===== config.mk =====
export PLATFORM = sky130hd
export DESIGN_NAME = tsc_sync_ctrl
export DESIGN_NICKNAME = d
export VERILOG_FILES = /design/src/tsc_pkg.sv /design/src/tsc_bit_map.sv /design/src/tsc_wb_slave.sv /design/src/tsc_sync_ctrl.sv
export SDC_FILE = /design/constraint.sdc
export NUM_CORES = 1
export LEC_CHECK = 0
export ABC_AREA = 1
export BUFFER_PORTS_ARGS = -buffer_cell sky130_fd_sc_hd__buf_2
export CAP_MARGIN = 20
export CORE_ASPECT_RATIO = 2
export CORE_MARGIN = 3
export CORE_UTILIZATION = 50
export DETAILED_ROUTE_END_ITERATION = 10
export PLACE_DENSITY = 0.86
export SLEW_MARGIN = 30
export SYNTH_ARGS = -nofsm -noshare
export SYNTH_HDL_FRONTEND = slang
export SYNTH_HIERARCHICAL = 1
export SYNTH_SLANG_ARGS = --single-unit

===== constraint.sdc =====
create_clock -name clk_i -period 4.6 [get_ports clk_i]
set_clock_uncertainty 0.05 [all_clocks]
set_input_delay 0.92 -clock clk_i [delete_from_list [all_inputs] [get_ports clk_i]]
set_output_delay 0.92 -clock clk_i [all_outputs]
set_load 0.01 [all_outputs]

===== src/tsc_pkg.sv =====
// Purpose: constants for the timer channel sync control block
// Assumes: classic wishbone, 32-bit data, byte addresses
// Notes: one register, low byte holds the sync bits
package tsc_pkg;
    // ----------------------------------------
    // geometry
    // ----------------------------------------
    localparam int unsigned NUM_CH = 5;
    localparam int unsigned CNT_W = 16;
    localparam int unsigned ADDR_W = 8;
    // ----------------------------------------
    // register map
    // ----------------------------------------
    localparam logic [7:0] SYNC_SELECT_OFFSET = 8'h00;
    localparam logic [7:0] SYNC_SELECT_RESET = 8'h00;
    localparam logic [7:0] SYNC_SELECT_WMASK = 8'hC7;
    localparam int unsigned CH4_SYNC_POS = 7;
    localparam int unsigned CH3_SYNC_POS = 6;
    localparam int unsigned CH2_SYNC_POS = 2;
    localparam int unsigned CH1_SYNC_POS = 1;
    localparam int unsigned CH0_SYNC_POS = 0;
    // ----------------------------------------
    // clear source code meaning synchronous clear
    // ----------------------------------------
    localparam logic [2:0] CLR_SRC_SYNC = 3'h3;
endpackage : tsc_pkg


===== src/tsc_bit_map.sv =====
// Purpose: maps register byte to per-channel sync flags
// Assumes: fixed bit positions from the package
// Notes: pure combinational
`timescale 1ns/10ps
module tsc_bit_map (
    input wire logic [7:0] reg_i,
    output logic [4:0] flags_o
);
    always_comb begin
        flags_o[4] = reg_i[tsc_pkg::CH4_SYNC_POS];
        flags_o[3] = reg_i[tsc_pkg::CH3_SYNC_POS];
        flags_o[2] = reg_i[tsc_pkg::CH2_SYNC_POS];
        flags_o[1] = reg_i[tsc_pkg::CH1_SYNC_POS];
        flags_o[0] = reg_i[tsc_pkg::CH0_SYNC_POS];
    end
endmodule : tsc_bit_map


===== src/tsc_wb_slave.sv =====
// Purpose: classic wishbone slave for the sync register
// Assumes: one wait state, ack one cycle
// Notes: unmapped reads return zero, writes ignored
`timescale 1ns/10ps
module tsc_wb_slave (
    input wire logic clk_i,
    input wire logic reset_n_i,
    input wire logic cyc_i,
    input wire logic stb_i,
    input wire logic we_i,
    input wire logic [7:0] adr_i,
    input wire logic [3:0] sel_i,
    input wire logic [31:0] dat_i,
    input wire logic [7:0] reg_i,
    output logic [31:0] dat_o,
    output logic ack_o,
    output logic wr_o,
    output logic [7:0] wdata_o
);
    logic hit;
    logic req;
    assign hit = (adr_i[7:2] == tsc_pkg::SYNC_SELECT_OFFSET[7:2]);
    assign req = cyc_i && stb_i && !ack_o;
    // ----------------------------------------
    // ack and read data
    // ----------------------------------------
    always_ff @(posedge clk_i or negedge reset_n_i) begin
        if (!reset_n_i) begin
            ack_o <= 1'b0;
            dat_o <= 32'h00000000;
        end else begin
            ack_o <= req;
            if (req && !we_i && hit) begin
                dat_o <= {24'h000000, reg_i & tsc_pkg::SYNC_SELECT_WMASK};
            end else begin
                dat_o <= 32'h00000000;
            end
        end
    end
    // ----------------------------------------
    // write strobe toward register
    // ----------------------------------------
    always_ff @(posedge clk_i or negedge reset_n_i) begin
        if (!reset_n_i) begin
            wr_o <= 1'b0;
            wdata_o <= 8'h00;
        end else begin
            wr_o <= req && we_i && hit && sel_i[0];
            wdata_o <= dat_i[7:0];
        end
    end
endmodule : tsc_wb_slave


===== src/tsc_sync_ctrl.sv =====
// Purpose: timer channel synchronous preset and clear control
// Assumes: counters live outside; they obey load and clear outputs
// Notes: all outputs registered, one cycle after the cause
//
// The placing of the registers and the Wishbone register port are this design's own decisions.
`timescale 1ns/10ps
module tsc_sync_ctrl #(
    parameter int unsigned NUM_CH = tsc_pkg::NUM_CH,
    parameter int unsigned CNT_W = tsc_pkg::CNT_W
) (
    input wire logic clk_i,
    input wire logic reset_n_i,
    input wire logic wb_cyc_i,
    input wire logic wb_stb_i,
    input wire logic wb_we_i,
    input wire logic [7:0] wb_adr_i,
    input wire logic [3:0] wb_sel_i,
    input wire logic [31:0] wb_dat_i,
    output logic [31:0] wb_dat_o,
    output logic wb_ack_o,
    input wire logic [NUM_CH-1:0] cnt_wr_i,
    input wire logic [NUM_CH*CNT_W-1:0] cnt_wdata_i,
    input wire logic [NUM_CH*3-1:0] clr_src_i,
    input wire logic [NUM_CH-1:0] clr_event_i,
    output logic [NUM_CH-1:0] cnt_load_o,
    output logic [NUM_CH*CNT_W-1:0] cnt_load_data_o,
    output logic [NUM_CH-1:0] cnt_clear_o,
    output logic [7:0] sync_select_o
);
    logic [7:0] channel_sync_select;
    logic [4:0] sync_flags;
    logic reg_wr;
    logic [7:0] reg_wdata;
    logic [NUM_CH-1:0] next_load;
    logic [NUM_CH-1:0] next_clear;
    logic [NUM_CH*CNT_W-1:0] next_data;
    logic sync_wr_any;
    logic sync_clr_any;
    logic [CNT_W-1:0] sync_value;

    function automatic logic [CNT_W-1:0] pick_word(
        input logic [NUM_CH*CNT_W-1:0] bus,
        input int unsigned idx
    );
        pick_word = bus[idx*CNT_W +: CNT_W];
    endfunction : pick_word

    // ----------------------------------------
    // bus slave and bit map
    // ----------------------------------------
    tsc_wb_slave u_slave (
        .clk_i(clk_i),
        .reset_n_i(reset_n_i),
        .cyc_i(wb_cyc_i),
        .stb_i(wb_stb_i),
        .we_i(wb_we_i),
        .adr_i(wb_adr_i),
        .sel_i(wb_sel_i),
        .dat_i(wb_dat_i),
        .reg_i(channel_sync_select),
        .dat_o(wb_dat_o),
        .ack_o(wb_ack_o),
        .wr_o(reg_wr),
        .wdata_o(reg_wdata)
    );

    tsc_bit_map u_map (
        .reg_i(channel_sync_select),
        .flags_o(sync_flags)
    );

    // ----------------------------------------
    // sync select register
    // ----------------------------------------
    always_ff @(posedge clk_i or negedge reset_n_i) begin
        if (!reset_n_i) begin
            channel_sync_select <= tsc_pkg::SYNC_SELECT_RESET;
        end else if (reg_wr) begin
            channel_sync_select <= reg_wdata & tsc_pkg::SYNC_SELECT_WMASK;
        end
    end

    // ----------------------------------------
    // preset and clear fan-out
    // ----------------------------------------
    always_comb begin
        sync_wr_any = 1'b0;
        sync_clr_any = 1'b0;
        sync_value = '0;
        // lowest flagged writer wins when several write at once
        for (int i = NUM_CH - 1; i >= 0; i--) begin
            if (cnt_wr_i[i] && sync_flags[i]) begin
                sync_wr_any = 1'b1;
                sync_value = pick_word(cnt_wdata_i, i);
            end
            if (clr_event_i[i] && sync_flags[i]) begin
                sync_clr_any = 1'b1;
            end
        end
        for (int i = 0; i < NUM_CH; i++) begin
            if (sync_flags[i]) begin
                next_load[i] = sync_wr_any;
                next_data[i*CNT_W +: CNT_W] = sync_wr_any ? sync_value
                                                          : pick_word(cnt_wdata_i, i);
                next_clear[i] = clr_event_i[i] ||
                    (sync_clr_any && clr_src_i[i*3 +: 3] == tsc_pkg::CLR_SRC_SYNC);
            end else begin
                next_load[i] = cnt_wr_i[i];
                next_data[i*CNT_W +: CNT_W] = pick_word(cnt_wdata_i, i);
                next_clear[i] = clr_event_i[i];
            end
        end
    end

    // ----------------------------------------
    // registered outputs, one shared edge
    // ----------------------------------------
    always_ff @(posedge clk_i or negedge reset_n_i) begin
        if (!reset_n_i) begin
            cnt_load_o <= '0;
            cnt_clear_o <= '0;
            cnt_load_data_o <= '0;
        end else begin
            cnt_load_o <= next_load;
            cnt_clear_o <= next_clear;
            cnt_load_data_o <= next_data;
        end
    end

    always_ff @(posedge clk_i or negedge reset_n_i) begin
        if (!reset_n_i) begin
            sync_select_o <= tsc_pkg::SYNC_SELECT_RESET;
        end else begin
            sync_select_o <= channel_sync_select;
        end
    end
endmodule : tsc_sync_ctrl


==> impl_results.md, run 1 <==
- Status: complete, no violations
- Cts repair resizes: 0
- Die height: 156 microns
- Hold Buf Count CTS: 0
- Cell count after synthesis: 734
- Worst min path class: reg -> reg
- Relative slew slack: 36.0%
- Area after DPL: 0.00658 sq mm
- CP Capture Point: cnt_load_data_o[22]
- Pwr/cell area: 305 mW/mm^2
- Core Rows: 54
- Worst reg-to-reg path cell count: 7
- Post-Syn Area: 0.00561 sq mm
- Most frequent cells in the layout: nand2_1 (359), buf_2 (221), dfrtp_1 (112)
- WL final: 17400 microns
- Unrepaired setup endpoints after global routing: no
- Largest net degree at the start of global routing: 82
- Hold WS: 0.434 ns
- Worst-margin pin slew: 0.959 ns
- Reg2reg start: channel_sync_select[6]
- Post-DP HPWL: 12900 microns
- I/O pin count: 285
- Core region area: 0.0109 sq mm
- Worst r2r dst: cnt_load_data_o[22]
- CP peak stage delay: 0.91 ns
- Slowest CP cell: dfrtp_1
- RePlAce Congestion: 0.926
- Die footprint: 0.0126 sq mm
- Top cell by count, worst path: nand2_1
- CTS Sinks: 112
- Fin area: 0.00690 sq mm
- Commonest non-fill, non-tap cell in the layout: nand2_1
- Worst setup margin: 1.99 ns
- Total power: 2.10 mW
- CP Cell Sequence: nand2_4 > nand3_2 > nor2_8 > nor2_4 > inv_4 > nand2_1 > nand2_1
- Count of buffers from port buffering: 222
- Synthesis-to-finish area growth: 23.0%
- Critical path startpoint: channel_sync_select[6]
- Setup violations, final: 0
- Startpoint types: flop
- Setup TNS: 0 ns
- TritonCTS clock tree: done
- CTS buffer count: 9
- Crit Path Category: reg -> reg
- Clock-pin slew on the worst setup and hold paths: 0.08 ns
- Post-Place Setup Slack: 1.75 ns
- Layout net count: 1086
- Setup Buffers After CTS: 0
- Fin crit period: 2.61 ns
- Initial Utilization: 51.3%
- VDD IR-drop max: 238 uV
- Post-DRT Antenna Nets: 0
- # Max-Cap Violations: 0
- Worst Setup End Kind: flop
- Mapped Avg Cell Area: 7.65 sq um
- Layout cells sized above 1: 28.7%
- Global-route wire length before repair: 26300 microns
- Overall routing resource usage: 28.0%
- Syn. warnings: 6
- Remaining Overflow, GRT: 0
- Crit path DAT: 2.79 ns
- Clk root buf: clkbuf_16
- Final hold vios: 0
- Setup slack, reg-to-reg: 1.99 ns
- Die width: 80.9 microns
- Vias in the first global route: 5252
- CP Data Required Time: 4.78 ns
- Highest clock rate: 0.384 GHz
- Clk Latency, worst-skew pair: 0.35 ns
- Static leakage: 4.05 nW
- Stages on worst setup path: 7
- Period utilization: 56.7%
- Crit path max-delay family: simple AND/OR/NAND/NOR gates
- Clk buf depth: 2
- CP Max Fanout: 21
- Pre-antenna DRT Iters: 6
- WP buf/inv: 1
- Initial antenna violation count: 9
- DRC viols: 0
- Initial DRC count: 426
- Via density: 4.99
- DR WL/cell: 16.1 microns
- Vias: 5401
- H-tree levels: 3
- Final max-slew violation count: 0
[sequential cells by signal, indices dropped and copies added, names as in the netlist]
| signal | count |
|---|---|
| cnt_clear_o | 5 |
| channel_sync_select | 5 |
| u_slave/wdata_o | 5 |
| cnt_load_data_o | 80 |
| cnt_load_o | 5 |
| u_slave/dat_o | 5 |
| sync_select_o | 5 |
| u_slave/wr_o | 1 |
| u_slave/ack_o | 1 |
[layer usage]
layer | up-vias | global-route usage, % | share of wire [%]
met2 | 332 | 48.0 | 52
met1 | 2436 | 29.6 | 33
met4 | 6 | 18.5 | 6.1
met5 | - | 0 | 0.16
li1 | 2557 | - | -
met3 | 70 | 6.71 | 8.9
[where the power goes]
group | internal (mW) | switching (mW) | leakage (nW)
registers | 1.03 | 0.0176 | 1.34
logic | 0.0975 | 0.159 | 2.56
clock network | 0.440 | 0.362 | 0.146
[stage by stage]
stage	utilization, %	std cells
6_report	63.1	1082
5_1_grt	63.1	1082
4_1_cts	62.9	1076
3_5_place_dp	60.1	1061
3_3_place_gp	60.1	1061
2_1_floorplan	-	762
[area by class of cell]
class / count / area, sq um
clock buffer: 10 / 239
clock inverter: 5 / 63.8
fill: 977 / 4040
tap: 140 / 175
inverter: 55 / 219
sequential: 112 / 2800
antenna: 6 / 15.0
multi-input combinational: 530 / 2260
timing repair buffer: 224 / 1130
[worst min-delay path by stage]
stage / startpoint / to / slack, ns / cells after the start
3_5_place_dp: u_slave/wdata_o[0] / channel_sync_select[0] / 0.42 / 1
2_1_floorplan: channel_sync_select[0] / sync_select_o[0] / 0.34 / 0
6_report: u_slave/wdata_o[0] / channel_sync_select[0] / 0.43 / 1
3_3_place_gp: u_slave/wdata_o[2] / channel_sync_select[2] / 0.40 / 1
4_1_cts: u_slave/wdata_o[0] / channel_sync_select[0] / 0.43 / 1
5_1_grt: u_slave/wdata_o[0] / channel_sync_select[0] / 0.45 / 1
Power figures use the tool's default switching activity.
==> inputs of run 2 (changes only) <==
--- a/config.mk
+++ b/config.mk
@@ -10,9 +10,9 @@
 export CAP_MARGIN = 20
 export CORE_ASPECT_RATIO = 2
 export CORE_MARGIN = 3
-export CORE_UTILIZATION = 50
+export CORE_UTILIZATION = 46
 export DETAILED_ROUTE_END_ITERATION = 10
-export PLACE_DENSITY = 0.86
+export PLACE_DENSITY = 0.8
 export SLEW_MARGIN = 30
 export SYNTH_ARGS = -nofsm -noshare
 export SYNTH_HDL_FRONTEND = slang
==> constraint.sdc (replaced) <==
create_clock -name clk_i -period 2.6 [get_ports clk_i]
set_clock_uncertainty 0.05 [all_clocks]
set_input_delay 0.52 -clock clk_i [delete_from_list [all_inputs] [get_ports clk_i]]
set_output_delay 0.52 -clock clk_i [all_outputs]
set_load 0.01 [all_outputs]
==> impl_results.md, run 2 (same netlist as run 1, synthesis figures left out) <==
- Initial Utilization: 47.4% (-3.9 points)
- Setup violations, final: 0 (unchanged)
- Hold Buf Count CTS: 0 (unchanged)
- Power share of the clock group: 36.4% (-1.7 points)
- Commonest non-fill, non-tap cell in the layout: nand2_1
- Via density: 4.94 (-0.97%)
- Setup Buffers After CTS: 0 (unchanged)
- Worst min path class: in -> async
- Total power: 3.65 mW (+73%)
- Layout net count: 1097 (+1.0%)
- I/O pin count: 285 (unchanged)
- # Max-Cap Violations: 0 (unchanged)
- Static leakage: 4.10 nW (+1.3%)
- Die width: 84.1 microns (+3.9%)
- Post-DRT Antenna Nets: 0 (unchanged)
- Pint: 2.66 mW (+70%)
- Clock-pin slew on the worst setup and hold paths: 0.08 ns (about the same)
- Pwr/cell area: 523 mW/mm^2 (+72%)
- CTS Sinks: 112 (unchanged)
- Remaining Overflow, GRT: 0 (unchanged)
- VDD IR-drop max: 398 uV (+67%)
- Worst Setup End Kind: flop
- Layout cells sized above 1: 29.6% (+0.90 points)
- Vias: 5408 (+0.13%)
- Clk Latency, worst-skew pair: 0.35 ns (about the same)
- Initial antenna violation count: 2 (-7)
- Global-route wire length before repair: 27700 microns (+5.2%)
- Max reg flops: 80 (unchanged)
- Initial DRC count: 343 (-19%)
- Post-DP HPWL: 14500 microns (+13%)
- H-tree levels: 3 (unchanged)
- TritonCTS clock tree: done
- Part of the power in registers: 50.5% (+0.8 points)
- Switching power: 0.988 mW (+84%)
- Status: complete, no violations
- Die height: 162 microns (+4.1%)
- Startpoint types: flop
- Period utilization: 74.0% (+17 points)
- Core region area: 0.0118 sq mm (+8.2%)
- Worst-margin pin slew: 0.601 ns (-0.359 ns)
- Clk buf depth: 2 (unchanged)
- Overall routing resource usage: 27.0% (-0.96 points)
- Sw Share: 27.1% (+1.5 points)
- Count of buffers from port buffering: 222 (unchanged)
- Relative slew slack: 59.9% (+24 points)
- Final max-slew violation count: 0 (unchanged)
- Die footprint: 0.0136 sq mm (+8.2%)
- Cts repair resizes: 0 (unchanged)
- Unrepaired setup endpoints after global routing: no
- Clk root buf: clkbuf_16
- CP Max Fanout: 18 (-14%)
- Largest net degree at the start of global routing: 113 (+38%)
- Most frequent cells in the layout: nand2_1 (359), buf_2 (221), dfrtp_1 (112)
- DRC viols: 0 (unchanged)
- Highest clock rate: 0.520 GHz (+36%)
- Core Rows: 56 (+3.7%)
- Vias in the first global route: 5308 (+1.1%)
- RePlAce Congestion: 0.909 (-1.8%)
- Largest Register: cnt_load_data_o
- CTS buffer count: 9 (unchanged)
- Comb pwr share: 13.1% (+0.9 points)
- Pre-antenna DRT Iters: 6 (unchanged)
- CP Data Required Time: 2.83 ns (-1.95 ns)
- Crit Path Category: reg -> reg
- Final core utilization: 58.8% (-4.2 points)
- Setup TNS: 0 ns (unchanged)
- Synthesis-to-finish area growth: 24.1%
- Fin crit period: 1.92 ns (-0.683 ns)
- WL final: 18500 microns (+6.3%)
- Final hold vios: 0 (unchanged)
- Crit path DAT: 2.16 ns (-0.63 ns)
- DR WL/cell: 16.9 microns (+5.1%)
==> run 2: cell count changes in the layout (fill, tap and decap cells not counted) <==
cell	change
buf_12	+1
buf_4	+11
buf_6	-1
bufinv_16	-1
clkbuf_8	-1
clkinv_2	+2
diode_2	-5
inv_8	+1
==> run 2: power by group through the flow <==
stage          registers [mW]  logic [mW]  clock network, mW
2_1_floorplan            1.92       0.200                  0
3_3_place_gp             1.88       0.468                  0
3_5_place_dp             1.88       0.475                  0
4_1_cts                  1.84       0.476               1.34
5_1_grt                  1.85       0.524               1.44
6_report                 1.84       0.476               1.33
==> run 2: final cells by class <==
class,count,area (sq um)
tap,145,181
inverter,55,219
sequential,112,2800
antenna,1,2.50
fill,1126,4870
clock inverter,7,55.1
multi-input combinational,530,2260
timing repair buffer,235,1220
clock buffer,9,225
==> run 2: critical path: stages (launching register included) <==
cell and delay [ns]:
dfrtp_1 0.68, buf_4 0.23, nand3_1 0.10, nand2_1 0.08, nand3_1 0.14, nand2_1 0.10, nand2_1 0.06, nand2_1 0.21
nand2_1 0.11, nand2_1 0.09
==> run 2: routing by layer <==
metal	global-route usage, %	routed length [microns]	up-vias
met5	0	0	-
met4	19.6	1430	0
met3	4.52	1250	74
met2	51.3	10200	304
met1	25.1	5610	2452
li1	-	-	2578
==> run 2: final timing paths <==
path	startpoint	slack (ns)	to	cells after the start
min reg2reg	u_slave/wdata_o[2]	0.43	channel_sync_select[2]	1
max in group asynchronous	reset_n_i	1.85	cnt_load_data_o[35]	2
min in group clk_i	wb_dat_i[0]	0.22	u_slave/wdata_o[0]	1
max reg2reg	channel_sync_select[7]	0.68	cnt_load_data_o[75]	9
max	channel_sync_select[7]	0.68	cnt_load_data_o[75]	9
min	reset_n_i	0.17	cnt_load_data_o[50]	2
==> run 2: through the flow <==
stage | worst slack, ns | hold WS, ns | instances | cell area [sq um]
after floorplan | 1.02 | 0.174 | 762 | 5720
after global placement | 0.441 | 0.407 | 1077 | 6680
after detailed placement | 0.411 | 0.417 | 1077 | 6680
after CTS | 0.705 | 0.214 | 1093 | 6960
after global routing | 0.490 | 0.207 | 1094 | 6970
final | 0.677 | 0.170 | 1094 | 6970
==> inputs of run 3 (changes only) <==
==> constraint.sdc (replaced) <==
create_clock -name clk_i -period 1.85 [get_ports clk_i]
set_clock_uncertainty 0.05 [all_clocks]
set_input_delay 0.37 -clock clk_i [delete_from_list [all_inputs] [get_ports clk_i]]
set_output_delay 0.37 -clock clk_i [all_outputs]
set_load 0.01 [all_outputs]
==> impl_results.md, run 3 (same netlist as run 1, synthesis figures left out) <==
- Status: complete, no violations
- CTS Sinks: 112 (unchanged)
- Worst Setup End Kind: flop
- Max reg flops: 80 (unchanged)
- Initial DRC count: 306 (-11%)
- Core Rows: 56 (unchanged)
- Count of buffers from port buffering: 222 (unchanged)
- Slowest CP cell: dfrtp_1
- Worst min path class: in -> async
- Largest net degree at the start of global routing: 113 (unchanged)
- Worst-margin pin slew: 0.602 ns (+0.00101 ns)
- Initial antenna violation count: 4 (+2)
- Final hold vios: 0 (unchanged)
- CP peak stage delay: 0.40 ns (-0.28 ns)
- Die height: 162 microns (unchanged)
- Core region area: 0.0118 sq mm (unchanged)
- Layout cells sized above 1: 30.2% (+0.55 points)
- Global-route wire length before repair: 27600 microns (-0.40%)
- Clk buf depth: 2 (unchanged)
- Largest Register: cnt_load_data_o
- Crit path max-delay family: simple AND/OR/NAND/NOR gates
- I/O pin count: 285 (unchanged)
- TritonCTS clock tree: done
- Remaining Overflow, GRT: 0 (unchanged)
- Clk root buf: clkbuf_16
- Commonest non-fill, non-tap cell in the layout: nand2_1
- Startpoint types: flop
- RePlAce Congestion: 0.922 (+1.4%)
- Total power: 5.12 mW (+40%)
- H-tree levels: 3 (unchanged)
- Post-DP HPWL: 14500 microns (-0.33%)
- Clock-pin slew on the worst setup and hold paths: 0.08 ns (about the same)
- Unrepaired setup endpoints after global routing: no
- Vias in the first global route: 5398 (+1.7%)
- Post-DRT Antenna Nets: 0 (unchanged)
- Crit path DAT: 1.88 ns (-0.28 ns)
- Hold WS: 0.0238 ns (-0.146 ns)
- Overall routing resource usage: 26.8% (-0.18 points)
- Final max-slew violation count: 0 (unchanged)
- # Max-Cap Violations: 0 (unchanged)
- Fin crit period: 1.69 ns (-0.230 ns)
- WP buf/inv: 1 (unchanged)
- Synthesis-to-finish area growth: 25.0%
- Layout net count: 1103 (+0.55%)
- Setup TNS: 0 ns (unchanged)
- Vias: 5410 (+0.037%)
- Die footprint: 0.0136 sq mm (unchanged)
- Top cell by count, worst path: nand2_1
- DR WL/cell: 16.6 microns (-1.8%)
- DRC viols: 0 (unchanged)
- Relative slew slack: 59.9% (-0.067 points)
- Fin area: 0.00702 sq mm (+0.70%)
- Die width: 84.1 microns (unchanged)
- Hold Buf Count CTS: 0 (unchanged)
- Crit Path Category: reg -> reg
- Most frequent cells in the layout: nand2_1 (359), buf_2 (221), dfrtp_1 (111)
- Static leakage: 4.14 nW (+0.78%)
- CTS buffer count: 9 (unchanged)
- VDD IR-drop max: 486 uV (+22%)
- Via density: 4.91 (-0.69%)
- Pre-antenna DRT Iters: 5 (-1)
- CP Data Required Time: 2.04 ns (-0.79 ns)
- Setup violations, final: 0 (unchanged)
- Pwr/cell area: 730 mW/mm^2 (+39%)
- CP Max Fanout: 18 (unchanged)
- Area after DPL: 0.00673 sq mm (+0.67%)
- Initial Utilization: 47.4% (unchanged)
- Clk Latency, worst-skew pair: 0.35 ns (about the same)
- Highest clock rate: 0.591 GHz (+14%)
- CP Cell Sequence: nand2_4 > nand3_2 > nor2_8 > nor2_4 > inv_4 > nand2_1 > nand2_1
- Final core utilization: 59.2% (+0.41 points)
- Period utilization: 91.5% (+18 points)
- WL final: 18300 microns (-1.1%)
run 3: routing by layer:
layer | GRT usage, % | part of all wire, % | up-vias
met5 | 0 | 0.071 | -
met4 | 18.4 | 6.8 | 2
met3 | 5.08 | 6.4 | 71
met2 | 51.5 | 57 | 283
met1 | 24.4 | 30 | 2462
li1 | - | - | 2592
run 3: worst reg2reg max path, stage by stage (launching register included):
cell     delay [ns]
dfrtp_1        0.40
nand2_4        0.15
nand3_2        0.16
nor2_8         0.08
nor2_4         0.38
inv_4          0.19
nand2_1        0.11
nand2_1        0.07
run 3: where the power goes:
part           switching (mW)  total (mW)  internal [mW]
logic                   0.421       0.678          0.256
registers              0.0295        2.58           2.56
clock network           0.925        1.86          0.930
total                    1.38        5.12           3.74
run 3: path summary, 6_finish.rpt:
| path | slack [ns] | startpoint | depth (start not counted) | to |
|---|---|---|---|---|
| max | 0.16 | channel_sync_select[6] | 7 | cnt_load_data_o[11] |
| min | 0.02 | reset_n_i | 2 | cnt_load_data_o[51] |
| max reg2reg | 0.16 | channel_sync_select[6] | 7 | cnt_load_data_o[11] |
| min reg2reg | 0.42 | u_slave/wdata_o[7] | 1 | channel_sync_select[7] |
| max in group asynchronous | 1.24 | reset_n_i | 2 | cnt_load_data_o[30] |
| min in group clk_i | 0.07 | wb_dat_i[2] | 1 | u_slave/wdata_o[2] |
run 3: what timing repair did:
action / 4_1_cts / 5_1_grt
setup endpoints to repair: 0 / 7
setup buffers: 0 / 0
resized for setup: 0 / 1
run 3: per-stage QoR:
stage                     std cells  setup WS [ns]
after CTS                      1099          0.118
after floorplan                 762          0.279
after detailed placement       1083         0.0302
after global routing           1102         0.0270
after global placement         1083         0.0611
final                          1102          0.157
run 3: area by class of cell:
class,count,area (sq um)
fillers,1124,4830
flip-flops and latches,112,2800
multi-input cells,530,2260
repair buffers,241,1270
clock buffers,9,225
inverters,55,219
well taps,145,181
clock inverters,7,52.6
diodes,3,7.51
